$ cat config.mk
export PLATFORM = sky130hd
export DESIGN_NAME = capture_channel
export DESIGN_NICKNAME = d
export VERILOG_FILES = /design/src/rtl/capture_pkg.sv /design/src/rtl/pin_event_if.sv /design/src/rtl/capture_channel.sv /design/src/rtl/pin_sync.sv
export SDC_FILE = /design/constraint.sdc
export NUM_CORES = 1
export LEC_CHECK = 0
export BUFFER_PORTS_ARGS = -buffer_cell sky130_fd_sc_hd__buf_2
export CAP_MARGIN = 5
export CORE_UTILIZATION = 55
export DETAILED_ROUTE_END_ITERATION = 10
export PLACE_DENSITY = 0.75
export SYNTH_ARGS = -nofsm -noshare
export SYNTH_HDL_FRONTEND = slang
export SYNTH_SLANG_ARGS = --single-unit
$ cat constraint.sdc
create_clock -name aclk -period 6 [get_ports aclk]
set_input_delay 1.2 -clock aclk [delete_from_list [all_inputs] [get_ports aclk]]
set_output_delay 1.2 -clock aclk [all_outputs]
set_load 0.02 [all_outputs]
$ cat src/rtl/capture_pkg.sv
// Shared constants and types for the input capture channel
//
// Contract
// Codes 010, 011, 101, 110 select four modes
// Codes 000, 001, 100 skip enable reinitialisation
// Enable resets counter, edge count upper, captures
// Coincident event counts from reset counter value
// Coincident event may capture from fresh contents
// Gated sampling counts time-base clock edges
// Serial shift enable loads mode initial values
// Serial counter start from ignore level, shadow bit
// Serial shift ignores event at enable
// Disabled channel holds all counters and captures
package capture_pkg;

    typedef enum logic [2:0] {
        pwm_measure_mode = 3'h0,
        pulse_integration_mode = 3'h1,
        input_edge_mode = 3'h2,
        input_prescale_mode = 3'h3,
        bit_compression_mode = 3'h4,
        gated_periodic_sample_mode = 3'h5,
        serial_shift_mode = 3'h6,
        spare_mode = 3'h7
    } mode_e;

    localparam int CNT_W = 24;
    localparam int EDGE_EVENT_COUNTER_W = 16;

    // Register byte offsets
    localparam logic [7:0] CTRL_OFS = 8'h00;
    localparam logic [7:0] SHADOW_OFS = 8'h04;
    localparam logic [7:0] COUNTER_OFS = 8'h08;
    localparam logic [7:0] EDGE_OFS = 8'h0c;
    localparam logic [7:0] CAPA_OFS = 8'h10;
    localparam logic [7:0] CAPB_OFS = 8'h14;

    // Control register fields, and the shadow register init bit
    localparam int EN_BIT = 0;
    localparam int MODE_LSB = 1;
    localparam int ISL_BIT = 4;
    localparam int SHADOW_INIT_BIT = 22;

    // Reset values
    localparam logic [31:0] CTRL_RST = 32'h0000_0000;
    localparam logic [CNT_W-1:0] CNT_RST = 24'h00_0000;
    localparam logic [EDGE_EVENT_COUNTER_W-1:0] EDGE_EVENT_COUNTER_RST = 16'h0000;

    localparam logic [1:0] RESP_OKAY = 2'h0;
    localparam logic [1:0] RESP_SLVERR = 2'h2;

endpackage

$ cat src/rtl/pin_event_if.sv
// Synchronised pin events passed from the pin front end to the channel
`timescale 1ns/1ps
interface pin_event_if;
    logic in_level;
    logic in_edge;
    logic cap_evt;
    logic tb_tick;
    modport src (output in_level, output in_edge, output cap_evt, output tb_tick);
    modport dst (input in_level, input in_edge, input cap_evt, input tb_tick);
endinterface

$ cat src/rtl/capture_channel.sv
// Input capture channel with enable-time reinitialisation and register slave
`timescale 1ns/1ps
module capture_channel
    import capture_pkg::*;
(
    input wire logic aclk,
    input wire logic aresetn,
    input wire logic signal_in,
    input wire logic capture_in,
    input wire logic time_base_clk_in,
    input wire logic [7:0] awaddr,
    input wire logic awvalid,
    output logic awready,
    input wire logic [31:0] wdata,
    input wire logic [3:0] wstrb,
    input wire logic wvalid,
    output logic wready,
    output logic [1:0] bresp,
    output logic bvalid,
    input wire logic bready,
    input wire logic [7:0] araddr,
    input wire logic arvalid,
    output logic arready,
    output logic [31:0] rdata,
    output logic [1:0] rresp,
    output logic rvalid,
    input wire logic rready
);

    pin_event_if ev ();

    pin_sync u_sync (
        .aclk(aclk),
        .aresetn(aresetn),
        .signal_in(signal_in),
        .capture_in(capture_in),
        .time_base_clk_in(time_base_clk_in),
        .ev(ev)
    );

    ////////////////////////////////////////////////////////////////////////////
    // Register slave

    logic [31:0] ctrl_r;
    logic [CNT_W-1:0] shadow_r;
    logic [CNT_W-1:0] running_counter_r, running_counter_nxt;
    logic [EDGE_EVENT_COUNTER_W-1:0] edge_event_counter_r, edge_event_counter_nxt;
    logic [CNT_W-1:0] capture_reg_a_r, capture_reg_a_nxt;
    logic [CNT_W-1:0] capture_reg_b_r, capture_reg_b_nxt;
    logic en_prev_r;

    logic aw_full_r, w_full_r;
    logic [7:0] aw_addr_r;
    logic [31:0] w_data_r;
    logic [3:0] w_strb_r;

    // Write channel staging
    wire aw_take = awvalid & awready;
    wire w_take = wvalid & wready;
    wire have_aw = aw_full_r | aw_take;
    wire have_w = w_full_r | w_take;
    wire do_write = have_aw & have_w & ~bvalid;
    wire [7:0] wr_addr = aw_full_r ? aw_addr_r : awaddr;
    wire [31:0] wr_data = w_full_r ? w_data_r : wdata;
    wire [3:0] wr_strb = w_full_r ? w_strb_r : wstrb;
    wire [31:0] wr_mask = {{8{wr_strb[3]}}, {8{wr_strb[2]}}, {8{wr_strb[1]}}, {8{wr_strb[0]}}};
    wire wr_ctrl = do_write & (wr_addr == CTRL_OFS);
    wire wr_shadow = do_write & (wr_addr == SHADOW_OFS);
    wire wr_known = wr_ctrl | wr_shadow;
    wire [31:0] ctrl_nxt = (ctrl_r & ~wr_mask) | (wr_data & wr_mask);
    wire [31:0] shadow_wide = {8'h00, shadow_r};
    wire [31:0] shadow_nxt = (shadow_wide & ~wr_mask) | (wr_data & wr_mask);
    wire aw_full_nxt = have_aw & ~do_write;
    wire w_full_nxt = have_w & ~do_write;
    wire bvalid_nxt = do_write | (bvalid & ~bready);

    always_ff @(posedge aclk) begin
        if (!aresetn) begin
            aw_full_r <= 1'b0;
            w_full_r <= 1'b0;
            awready <= 1'b0;
            wready <= 1'b0;
            bvalid <= 1'b0;
            bresp <= RESP_OKAY;
            aw_addr_r <= 8'h00;
            w_data_r <= 32'h0000_0000;
            w_strb_r <= 4'h0;
        end else begin
            aw_full_r <= aw_full_nxt;
            w_full_r <= w_full_nxt;
            awready <= ~aw_full_nxt & ~bvalid_nxt;
            wready <= ~w_full_nxt & ~bvalid_nxt;
            bvalid <= bvalid_nxt;
            if (do_write) begin
                bresp <= wr_known ? RESP_OKAY : RESP_SLVERR;
            end
            if (aw_take) begin
                aw_addr_r <= awaddr;
            end
            if (w_take) begin
                w_data_r <= wdata;
                w_strb_r <= wstrb;
            end
        end
    end

    // Software-written control and shadow
    always_ff @(posedge aclk) begin
        if (!aresetn) begin
            ctrl_r <= CTRL_RST;
            shadow_r <= CNT_RST;
        end else begin
            if (wr_ctrl) begin
                ctrl_r <= {27'h0, ctrl_nxt[4:0]};
            end
            if (wr_shadow) begin
                shadow_r <= shadow_nxt[CNT_W-1:0];
            end
        end
    end

    // Read channel and address decode
    wire ar_take = arvalid & arready;
    wire rvalid_nxt = ar_take | (rvalid & ~rready);
    wire rd_ctrl = (araddr == CTRL_OFS);
    wire rd_shadow = (araddr == SHADOW_OFS);
    wire rd_cnt = (araddr == COUNTER_OFS);
    wire rd_edge_event_counter = (araddr == EDGE_OFS);
    wire rd_capa = (araddr == CAPA_OFS);
    wire rd_capb = (araddr == CAPB_OFS);
    wire rd_known = rd_ctrl | rd_shadow | rd_cnt | rd_edge_event_counter | rd_capa | rd_capb;
    wire [31:0] rd_mux = rd_ctrl ? ctrl_r :
        rd_shadow ? {8'h00, shadow_r} :
        rd_cnt ? {8'h00, running_counter_r} :
        rd_edge_event_counter ? {16'h0000, edge_event_counter_r} :
        rd_capa ? {8'h00, capture_reg_a_r} :
        rd_capb ? {8'h00, capture_reg_b_r} : 32'h0000_0000;

    always_ff @(posedge aclk) begin
        if (!aresetn) begin
            arready <= 1'b0;
            rvalid <= 1'b0;
            rdata <= 32'h0000_0000;
            rresp <= RESP_OKAY;
        end else begin
            arready <= ~rvalid_nxt;
            rvalid <= rvalid_nxt;
            if (ar_take) begin
                rdata <= rd_mux;
                rresp <= rd_known ? RESP_OKAY : RESP_SLVERR;
            end
        end
    end

    ////////////////////////////////////////////////////////////////////////////
    // Channel core

    // Mode decode
    wire channel_enable_bit = ctrl_r[EN_BIT];
    wire ignore_level_setting = ctrl_r[ISL_BIT];
    wire [2:0] operating_mode_select = ctrl_r[MODE_LSB+2:MODE_LSB];
    wire edge_m = (operating_mode_select == input_edge_mode);
    wire pres_m = (operating_mode_select == input_prescale_mode);
    wire gps_m = (operating_mode_select == gated_periodic_sample_mode);
    wire ssm_m = (operating_mode_select == serial_shift_mode);
    wire plain_m = (operating_mode_select == pwm_measure_mode) |
        (operating_mode_select == pulse_integration_mode) |
        (operating_mode_select == bit_compression_mode);
    wire reinit_m = edge_m | pres_m | gps_m;
    wire en_rise = channel_enable_bit & ~en_prev_r;
    wire reset_now = en_rise & reinit_m;
    wire init_now = en_rise & ssm_m;

    // Starting point: reset or initial values instead of old contents
    wire serial_keep = ignore_level_setting | shadow_r[SHADOW_INIT_BIT];
    wire [CNT_W-1:0] ssm_init = serial_keep ? shadow_r : CNT_RST;
    wire [CNT_W-1:0] cnt_base = reset_now ? CNT_RST :
        init_now ? ssm_init : running_counter_r;
    wire [CNT_W-1:0] capa_base = (reset_now | init_now) ? CNT_RST : capture_reg_a_r;
    wire [CNT_W-1:0] capb_base = (reset_now | init_now) ? CNT_RST : capture_reg_b_r;
    wire [EDGE_EVENT_COUNTER_W-1:0] edge_event_counter_base = (reset_now | init_now) ?
        {15'h0000, edge_event_counter_r[0]} : edge_event_counter_r;

    // Counting events per mode
    wire inc_evt = (gps_m | plain_m) ? ev.tb_tick : (edge_m | pres_m) & ev.in_edge;
    wire [CNT_W-1:0] cnt_inc = cnt_base + 24'h00_0001;
    wire [CNT_W-1:0] cnt_step = inc_evt ? cnt_inc : cnt_base;
    wire wrap_hit = (pres_m | gps_m) & inc_evt & (cnt_inc == shadow_r);
    wire plain_hit = plain_m & ev.in_edge;
    wire cap_take = ~ssm_m & (ev.cap_evt | (edge_m & ev.in_edge) | wrap_hit | plain_hit);
    wire ssm_shift = ssm_m & ev.tb_tick & ~init_now;
    wire edge_add = ev.in_edge & ~init_now;

    always_comb begin
        running_counter_nxt = running_counter_r;
        edge_event_counter_nxt = edge_event_counter_r;
        capture_reg_a_nxt = capture_reg_a_r;
        capture_reg_b_nxt = capture_reg_b_r;
        if (channel_enable_bit) begin
            edge_event_counter_nxt = edge_event_counter_base + {15'h0000, edge_add};
            capture_reg_a_nxt = cap_take ? cnt_step : capa_base;
            capture_reg_b_nxt = cap_take ? capa_base : capb_base;
            if (ssm_m) begin
                running_counter_nxt = ssm_shift ?
                    {cnt_base[CNT_W-2:0], ev.in_level} : cnt_base;
            end else if (wrap_hit | plain_hit) begin
                running_counter_nxt = CNT_RST;
            end else begin
                running_counter_nxt = cnt_step;
            end
        end
    end

    always_ff @(posedge aclk) begin
        if (!aresetn) begin
            en_prev_r <= 1'b0;
            running_counter_r <= CNT_RST;
            edge_event_counter_r <= EDGE_EVENT_COUNTER_RST;
            capture_reg_a_r <= CNT_RST;
            capture_reg_b_r <= CNT_RST;
        end else begin
            en_prev_r <= channel_enable_bit;
            running_counter_r <= running_counter_nxt;
            edge_event_counter_r <= edge_event_counter_nxt;
            capture_reg_a_r <= capture_reg_a_nxt;
            capture_reg_b_r <= capture_reg_b_nxt;
        end
    end
endmodule

$ cat src/rtl/pin_sync.sv
// Two-stage synchronisers and edge detection for the channel pins
`timescale 1ns/1ps
module pin_sync
    import capture_pkg::*;
(
    input wire logic aclk,
    input wire logic aresetn,
    input wire logic signal_in,
    input wire logic capture_in,
    input wire logic time_base_clk_in,
    pin_event_if.src ev
);

    localparam int N = 3;

    logic [N-1:0] pins;
    logic [N-1:0] meta_r;
    logic [N-1:0] sync_r;
    logic [N-1:0] last_r;

    assign pins = {time_base_clk_in, capture_in, signal_in};

    // One synchroniser chain per pin
    genvar g;
    generate
        for (g = 0; g < N; g++) begin : g_sync
            always_ff @(posedge aclk) begin
                if (!aresetn) begin
                    meta_r[g] <= 1'b0;
                    sync_r[g] <= 1'b0;
                    last_r[g] <= 1'b0;
                end else begin
                    meta_r[g] <= pins[g];
                    sync_r[g] <= meta_r[g];
                    last_r[g] <= sync_r[g];
                end
            end
        end
    endgenerate

    // Input edges both ways, capture and tick on rising edge
    assign ev.in_level = sync_r[0];
    assign ev.in_edge = sync_r[0] ^ last_r[0];
    assign ev.cap_evt = sync_r[1] & ~last_r[1];
    assign ev.tb_tick = sync_r[2] & ~last_r[2];

endmodule

==> results of run 1 <==
[worst max-delay path: cells and delay by family (launching register included)]
kind,cells,cell delay [ns]
DFF,1,0.58
muxes,2,0.59
adders and majority gates,1,0.35
and+or+nand+nor,8,2.35
buffers and inverters,2,0.52
AOI/OAI and AO/OA,4,0.77
[synth_stat cells, drive strengths merged, types with 18 or more instances]
master,instances,area [sq um]
a21boi,40,300
a21oi,113,569
a22oi,36,270
and2,33,206
buf,38,229
clkbuf,105,397
dfxtp,195,3900
mux2i,96,961
nand2,274,1030
nand3,43,215
nand4,19,119
nor2,63,239
nor2b,18,113
nor3,21,105
nor4,18,125
o211a,36,360
o21ai,81,413
xnor2,28,245
xor2,31,272
[per-stage QoR]
step                      instances  total power, mW  util, %  setup WS (ns)
after floorplan                1469             1.51        -           1.15
after global placement         1707             1.57     58.4          0.986
after detailed placement       1707             1.57     58.4          0.886
after CTS                      1739             2.67     61.2          0.823
after global routing           1739             2.75     61.2          0.350
final                          1739             2.66     61.2          0.739
[routing by layer]
layer	up-vias	track usage [%]	part of all wire (%)	wire length [um]
met1	5172	39.3	43	14100
li1	5154	-	-	-
met3	126	5.09	7.1	2340
met2	493	49.5	45	14900
met4	0	15.1	4.5	1490
met5	-	0	0	0
[power by group through the flow]
stage / clock network (mW) / logic (mW) / registers, mW
6_report: 1.12 / 0.207 / 1.34
4_1_cts: 1.13 / 0.207 / 1.34
5_1_grt: 1.19 / 0.225 / 1.34
2_1_floorplan: 0 / 0.130 / 1.38
3_3_place_gp: 0 / 0.203 / 1.37
3_5_place_dp: 0 / 0.206 / 1.37
[area by class of cell]
cell class                 count  area, sq um  share of cell area (%)
clock buffer                  23          468                    3.77
clock inverter                 9         97.6                   0.786
inverter                      12         45.0                   0.363
multi-input combinational   1119         6940                    55.9
sequential                   195         3910                    31.4
tap                          270          338                    2.72
timing repair buffer         111          628                    5.06
[worst paths after layout]
check	start	to	slack, ns
setup / recovery	flop	capture_reg_b_r[5]$_SDFFE_PN0P_	0.74
hold / removal	capture_reg_b_r[17]$_SDFFE_PN0P_	capture_reg_b_r[17]$_SDFFE_PN0P_	0.46
setup reg to reg	flop	capture_reg_b_r[5]$_SDFFE_PN0P_	0.74
hold reg to reg	capture_reg_b_r[17]$_SDFFE_PN0P_	capture_reg_b_r[17]$_SDFFE_PN0P_	0.46
[cell families after synthesis]
kind of cell | synth area share, %
adders and majority gates | 0.415
buffers and inverters | 5.85
other | 0.0327
and+or+nand+nor | 22.3
AOI/OAI and AO/OA | 23.0
muxes | 9.86
xor gates and xnor gates | 4.51
DFF | 34.1
==> impl_metrics.yaml, run 1 <==
status:
  status: "complete, no violations"
finish:
  mostFrequentLayoutCell: "nand2_1"
  areaGrowthSynthToFinish_pct: 8.40
  layout.nets: 1521
  drive_above_1_share_pct: 11.8
  fin_area_sq_um: 12400
  num_antenna_cells: 0
  final_cell_mix: "nand2_1, dfxtp_1, a21oi_1"
  fillers: 1861
critical_path:
  crit_chain: "and2b_1, nand2_2, o21ai_0, nand2_1, inv_1, ha_1, o2111ai_1, nor3_1, a41oi_1, nor3b_1, nand4_1, mux2_2, nor4_2, and3_1, o211a_1, buf_4, mux2i_1"
  slowest_stage: "and2b_1"
  path_max_fanout: 26
  worstRegToRegCells: 17
  worst-endpoint-required_ns: 6.36
  slowest_delay_ns: 0.61
  critPathLaunchType: "flop"
  end_kind: "flop"
  cp.arrival_ns: 5.62
  crit_type: "reg -> reg"
clock_network:
  cts.sinks: 195
  cts-root-buf: "clkbuf_16"
  htree_levels: 4
  postCtsHoldBufs: 0
  path_clk_slew_ns: 0.07
  clk_latency_ns: 0.44
  cts_setup_buffers: 0
  cts_tree: "built"
  cts-buffers-inserted: 17
  postCtsResizedCells: 0
  clk_path_buf_depth: 2
global_routing:
  grt.total_usage_pct: 30.5
  grt_max_degree: 101
  grt.overflow.total: 0
  grt_pass1_vias: 10300
  grt_antenna_before_repair: 0
  grt_pass1_wl_um: 52900
route:
  via_per_inst: 6.29
  route.detailed.drc: 0
  ant_nets: 0
  wl_per_cell_um: 18.9
  drt_pass1_iterations: 8
  routed_wl_um: 32800
  via_count: 10900
  drt_iter0_drc: 970
power:
  clkPwrFrac_pct: 42.0
  leakage_nw: 4.81
  pwr-share-comb_pct: 7.8
  ir_worst_vdd_uv: 142
  intPower_mw: 2.00
  p_sw_share_pct: 25.0
  p_per_area_nw_per_um2: 215
  seqPwrFrac_pct: 50.2
  p_sw_mw: 0.666
sta:
  timing.hold.ws_ns: 0.462
  max_slew_margin_pct: 16.6
  grt_setup_unrepaired: "false"
  fin_setup_tns_ns: 0
  finalCriticalPeriod_ns: 5.26
  tightest_slew_ns: 1.24
  finalCritPeriodShare_pct: 87.7
  finalMaxSlewViolations: 0
  setup_viol: 0
  hold_viol: 0
  fmax_ghz: 0.190
  skew_ns: 0.00786
place:
  port_buffers: 83
  routabilityCongestion: 0.950
  place_area_sq_um: 11900
  dp_hpwl_um: 22000
hold_path:
  hold_path_depth: 2
  hold_path_class: "reg -> reg"
floorplanning:
  dieArea_sq_um: 21400
  die_x_um: 146
  start_util_pct: 56.4
  io_pins: 103
  die_h_um: 146
  core_region_area_sq_um: 20300
  rows: 52
job:
  maxCapViolCount: 0
synthesis:
  syn_inst: 1460
  synth.distinct_cells: 75
  synth_edf_count: 0
  ys_ff_latch: 195
  synthArstFlopShare_pct: 0
  synthFlopType: "dfxtp_1"
  synthesis.area_sq_um: 11500
  syn-mean-instance-area_sq_um: 7.85
  yosysSeqAreaShare_pct: 34.1
  yosys_warnings: 0
Power figures use the tool's default switching activity.
==> run 2: changes to the inputs <==
Settings changed: CORE_MARGIN set to 3.
==> run 2 against run 1 <==
Effect of this change:
- register-to-register slack better by 0.13 ns
- hold slack worse by 0.012 ns
- die area is 5.5% higher
- core utilization is 0.10 points lower
- cell area is 0.15% higher
- worst setup slack better by 0.13 ns
- sequential share of layout area hardly changed
- maximum frequency is 2.4% higher
- combinational power hardly changed
- cell count is 0.12% higher
- critical path depth is 1 lower
==> impl_metrics.yaml, run 2 (synthesis gave the netlist of run 1 again) <==
status:
  status: "complete, no violations"
route:
  routed_wl_um: 33000
  drt_pass1_iterations: 5
  wl_per_cell_um: 19.0
  drt_iter0_drc: 1009
  route.detailed.drc: 0
  via_count: 10900
  via_per_inst: 6.28
  ant_nets: 0
finish:
  mostFrequentLayoutCell: "nand2_1"
  final_cell_mix: "nand2_1, dfxtp_1, a21oi_1"
  drive_above_1_share_pct: 12.0
  areaGrowthSynthToFinish_pct: 8.56
  num_antenna_cells: 0
  layout.nets: 1523
sta:
  finalCritPeriodShare_pct: 85.6
  fmax_ghz: 0.195
  setup_viol: 0
  grt_setup_unrepaired: "false"
  setup_slack_ns: 0.864
  finalMaxSlewViolations: 0
  hold_viol: 0
  max_slew_margin_pct: 20.9
  tightest_slew_ns: 1.18
  finalCriticalPeriod_ns: 5.14
  skew_ns: 0.0151
  fin_setup_tns_ns: 0
job:
  maxCapViolCount: 0
critical_path:
  path_max_fanout: 26
  worst-endpoint-required_ns: 6.37
  crit_chain: "nand2b_1, buf_4, a21oi_2, a21oi_1, ha_1, o2111ai_1, nor3_1, a41oi_1, nor3b_1, nand4_1, mux2_2, nor4_2, and3_1, o211a_1, buf_4, mux2i_1"
  crit_type: "reg -> reg"
  crit_top_cell: "buf_4"
  regToRegSetupSlack_ns: 0.86
  end_kind: "flop"
  slowest_stage: "nor3b_1"
  slowest_delay_ns: 0.49
  worstRegToRegCells: 16
  critPathLaunchType: "flop"
  cp.arrival_ns: 5.51
global_routing:
  grt_max_degree: 104
  grt.overflow.total: 0
  grt.total_usage_pct: 28.5
  grt_antenna_before_repair: 0
  grt_pass1_vias: 9998
  grt_pass1_wl_um: 51800
power:
  leakage_nw: 4.81
  p_per_area_nw_per_um2: 216
  ir_worst_vdd_uv: 166
  p_total_mw: 2.68
floorplanning:
  core_region_area_sq_um: 20400
  io_pins: 103
  start_util_pct: 56.3
  dieArea_sq_um: 22600
  die_h_um: 150
  die_x_um: 150
  rows: 52
place:
  dp_hpwl_um: 22100
  routabilityCongestion: 0.935
  port_buffers: 83
  post-place-ws_ns: 0.955
clock_network:
  clk_latency_ns: 0.45
  cts_setup_buffers: 0
  postCtsResizedCells: 0
  cts_tree: "built"
  path_clk_slew_ns: 0.08
  cts-root-buf: "clkbuf_16"
  cts.sinks: 195
  postCtsHoldBufs: 0
  clk_path_buf_depth: 2
  cts-buffers-inserted: 17
  htree_levels: 4
hold_path:
  hold_path_class: "reg -> reg"
  hold_path_depth: 1
==> run 2: final timing paths <==
check                                   start                              end
hold / removal    u_sync.meta_r[1]$_SDFF_PN0_      u_sync.sync_r[1]$_SDFF_PN0_
setup / recovery         en_prev_r$_SDFF_PN0_  capture_reg_b_r[4]$_SDFFE_PN0P_
hold reg to reg   u_sync.meta_r[1]$_SDFF_PN0_      u_sync.sync_r[1]$_SDFF_PN0_
setup reg to reg         en_prev_r$_SDFF_PN0_  capture_reg_b_r[4]$_SDFFE_PN0P_
==> run 2: final cells by class <==
type,instances,area (sq um)
fillers,1854,7930
flip-flops and latches,195,3910
repair buffers,113,643
inverters,12,45.0
multi-input cells,1119,6940
well taps,270,338
clock inverters,11,119
clock buffers,21,450
==> run 2: metrics by stage <==
step	util, %	instance area (sq um)	hold WS, ns	std cells
finish	61.1	12400	0.450	1741
global route	61.1	12400	0.474	1741
floorplan	-	11500	0.412	1469
global placement	58.3	11900	0.429	1709
detailed placement	58.3	11900	0.425	1709
CTS	61.1	12400	0.450	1741
==> run 2: report_power, final <==
group / switching (mW) / total [mW] / leakage, nW / internal [mW]
Combinational: 0.132 / 0.207 / 2.96 / 0.0751
Clock: 0.541 / 1.14 / 0.269 / 0.595
Sequential: 0.0159 / 1.34 / 1.58 / 1.32
==> run 2: per-layer routing <==
| metal | vias to the layer above | GRT usage [%] | routed length [um] |
|---|---|---|---|
| met1 | 5193 | 37.4 | 14000 |
| li1 | 5164 | - | - |
| met5 | - | 0 | 0 |
| met2 | 465 | 46.0 | 15400 |
| met3 | 108 | 5.30 | 2380 |
| met4 | 0 | 12.0 | 1210 |
==> run 2: critical path: cells and delay by family, from the launching register on <==
kind	cells	cell delay, ns
and+or+nand+nor	6	2.04
buffers and inverters	2	0.69
muxes	2	0.58
adders and majority gates	1	0.43
AOI/OAI and AO/OA	5	0.95
DFF	1	0.32
==> run 3: changes to the inputs <==
Settings changed: CORE_UTILIZATION 55 to 26, PLACE_DENSITY 0.75 to not set.
==> run 3 against run 2 <==
Effect of this change:
- largest power group unchanged
- non-clock buffer count grew 1
- cell area up 3.4%
- maximum frequency rose by 0.70%
- wire length up 11%
- clock skew decreased by 0.0041 ns
- core utilization fell by 31 points
==> impl_metrics.yaml, run 3 (synthesis gave the netlist of run 1 again) <==
status:
  status: "complete, no violations"
clock_network:
  htree_levels: 4
  clk_latency_ns: 0.45
  clk_path_buf_depth: 2
  postCtsHoldBufs: 0
  cts_setup_buffers: 0
  cts-root-buf: "clkbuf_16"
  path_clk_slew_ns: 0.07
  cts_tree: "built"
  cts-buffers-inserted: 17
  postCtsResizedCells: 0
  cts.sinks: 195
critical_path:
  critPathLaunchType: "flop"
  worst-path-buf-inv: 2
  cp.arrival_ns: 5.46
  end_kind: "flop"
  worstRegToRegCells: 16
  crit_type: "reg -> reg"
  path_max_fanout: 26
  r2r_start: "en_prev_r$_SDFF_PN0_"
  slowest_delay_ns: 0.51
  crit_family: "simple AND/OR/NAND/NOR gates"
  crit_path_start: "en_prev_r$_SDFF_PN0_"
  slowest_stage: "nand2b_1"
  regToRegSetupSlack_ns: 0.90
  crit_top_cell: "buf_4"
  r2r-end: "capture_reg_b_r[10]$_SDFFE_PN0P_"
  crit_chain: "nand2b_1, buf_4, a21oi_2, a21oi_1, ha_1, o2111ai_1, nor3_1, a41oi_1, nor3b_1, nand4_1, mux2_2, nor4_2, and3_1, o211a_1, buf_4, mux2i_1"
  worst-endpoint-required_ns: 6.36
power:
  pwr-share-comb_pct: 7.9
  seqPwrFrac_pct: 49.2
  p_total_mw: 2.72
  intPower_mw: 2.05
  ir_worst_vdd_uv: 157
  p_per_area_nw_per_um2: 211
  p_sw_mw: 0.672
  clkPwrFrac_pct: 42.9
  p_sw_share_pct: 24.7
  leakage_nw: 4.84
floorplanning:
  rows: 76
  die_x_um: 216
  core_region_area_sq_um: 43300
  start_util_pct: 26.5
  die_h_um: 216
  dieArea_sq_um: 46600
  io_pins: 103
route:
  ant_nets: 0
  route.detailed.drc: 0
  via_count: 10800
  wl_per_cell_um: 17.8
  drt_pass1_iterations: 6
  drt_iter0_drc: 923
  via_per_inst: 5.23
  routed_wl_um: 36700
place:
  dp_hpwl_um: 25500
  port_buffers: 83
  routabilityCongestion: 0.874
finish:
  areaGrowthSynthToFinish_pct: 12.2
  num_antenna_cells: 0
  layout.nets: 1524
  fillers: 4593
  final_cell_mix: "nand2_1, dfxtp_1, a21oi_1"
  drive_above_1_share_pct: 12.1
  mostFrequentLayoutCell: "nand2_1"
sta:
  fmax_ghz: 0.196
  finalMaxSlewViolations: 0
  hold_viol: 0
  tightest_slew_ns: 1.10
  setup_viol: 0
  finalCriticalPeriod_ns: 5.10
  grt_setup_unrepaired: "false"
  max_slew_margin_pct: 26.4
  finalCritPeriodShare_pct: 85.0
  skew_ns: 0.0110
  fin_setup_tns_ns: 0
hold_path:
  whs_endpoint: "u_sync.ev.in_level$_SDFF_PN0_"
  hold_path_class: "reg -> reg"
  worstHoldStart: "u_sync.meta_r[0]$_SDFF_PN0_"
  hold_path_depth: 1
global_routing:
  grt.total_usage_pct: 15.4
  grt_antenna_before_repair: 1
  grt_pass1_vias: 10300
  grt_max_degree: 96
  grt.overflow.total: 0
  grt_pass1_wl_um: 57800
job:
  maxCapViolCount: 0
run 3: cell types whose count changed in the layout (fill, tap and decap cells not counted), sizes merged:
cell      previous run  this run
clkinv               2         3
buf                113       114
bufinv               1         2
clkinvlp             3         1
inv                 17        16
run 3: stage by stage:
stage	setup WS, ns	util (%)	area [sq um]	hold slack [ns]	instances
after floorplan	1.15	-	11500	0.412	1469
after global placement	1.21	28.3	12300	0.434	2025
after detailed placement	1.01	28.3	12300	0.426	2025
after CTS	0.953	29.7	12900	0.451	2056
after global routing	0.531	29.7	12900	0.477	2056
final	0.900	29.7	12900	0.440	2056
run 3: layer usage:
| metal | routed length (um) | share of wire [%] | global-route usage (%) | vias up |
|---|---|---|---|---|
| li1 | - | - | - | 5166 |
| met1 | 15600 | 43 | 19.0 | 5194 |
| met2 | 18100 | 49 | 26.9 | 318 |
| met3 | 1640 | 4.5 | 2.32 | 70 |
| met4 | 1260 | 3.4 | 6.50 | 2 |
| met5 | 13 | 0.035 | 0 | - |
run 3: area by class of cell:
| class | instances | area (sq um) | share of cell area, % |
|---|---|---|---|
| Sequential cell | 195 | 3910 | 30.4 |
| Inverter | 12 | 45.0 | 0.350 |
| Clock inverter | 10 | 121 | 0.944 |
| Multi-Input combinational cell | 1119 | 6930 | 53.9 |
| Tap cell | 585 | 732 | 5.69 |
| Timing Repair Buffer | 114 | 651 | 5.06 |
| Clock buffer | 21 | 470 | 3.66 |
run 3: power by group through the flow:
stage	Sequential, mW	Clock, mW	Combinational, mW
floorplan	1.38	0	0.130
global placement	1.37	0	0.213
detailed placement	1.37	0	0.216
CTS	1.34	1.21	0.216
global route	1.34	1.25	0.235
finish	1.34	1.17	0.214
run 3: worst max-delay path by stage:
stage	cells after the start	to	slack (ns)
floorplan	24	capture_reg_b_r[0]$_SDFFE_PN0P_	1.15
global placement	16	capture_reg_b_r[12]$_SDFFE_PN0P_	1.21
detailed placement	16	capture_reg_b_r[10]$_SDFFE_PN0P_	1.01
CTS	16	capture_reg_b_r[10]$_SDFFE_PN0P_	0.95
global route	16	capture_reg_b_r[10]$_SDFFE_PN0P_	0.53
finish	16	capture_reg_b_r[10]$_SDFFE_PN0P_	0.90
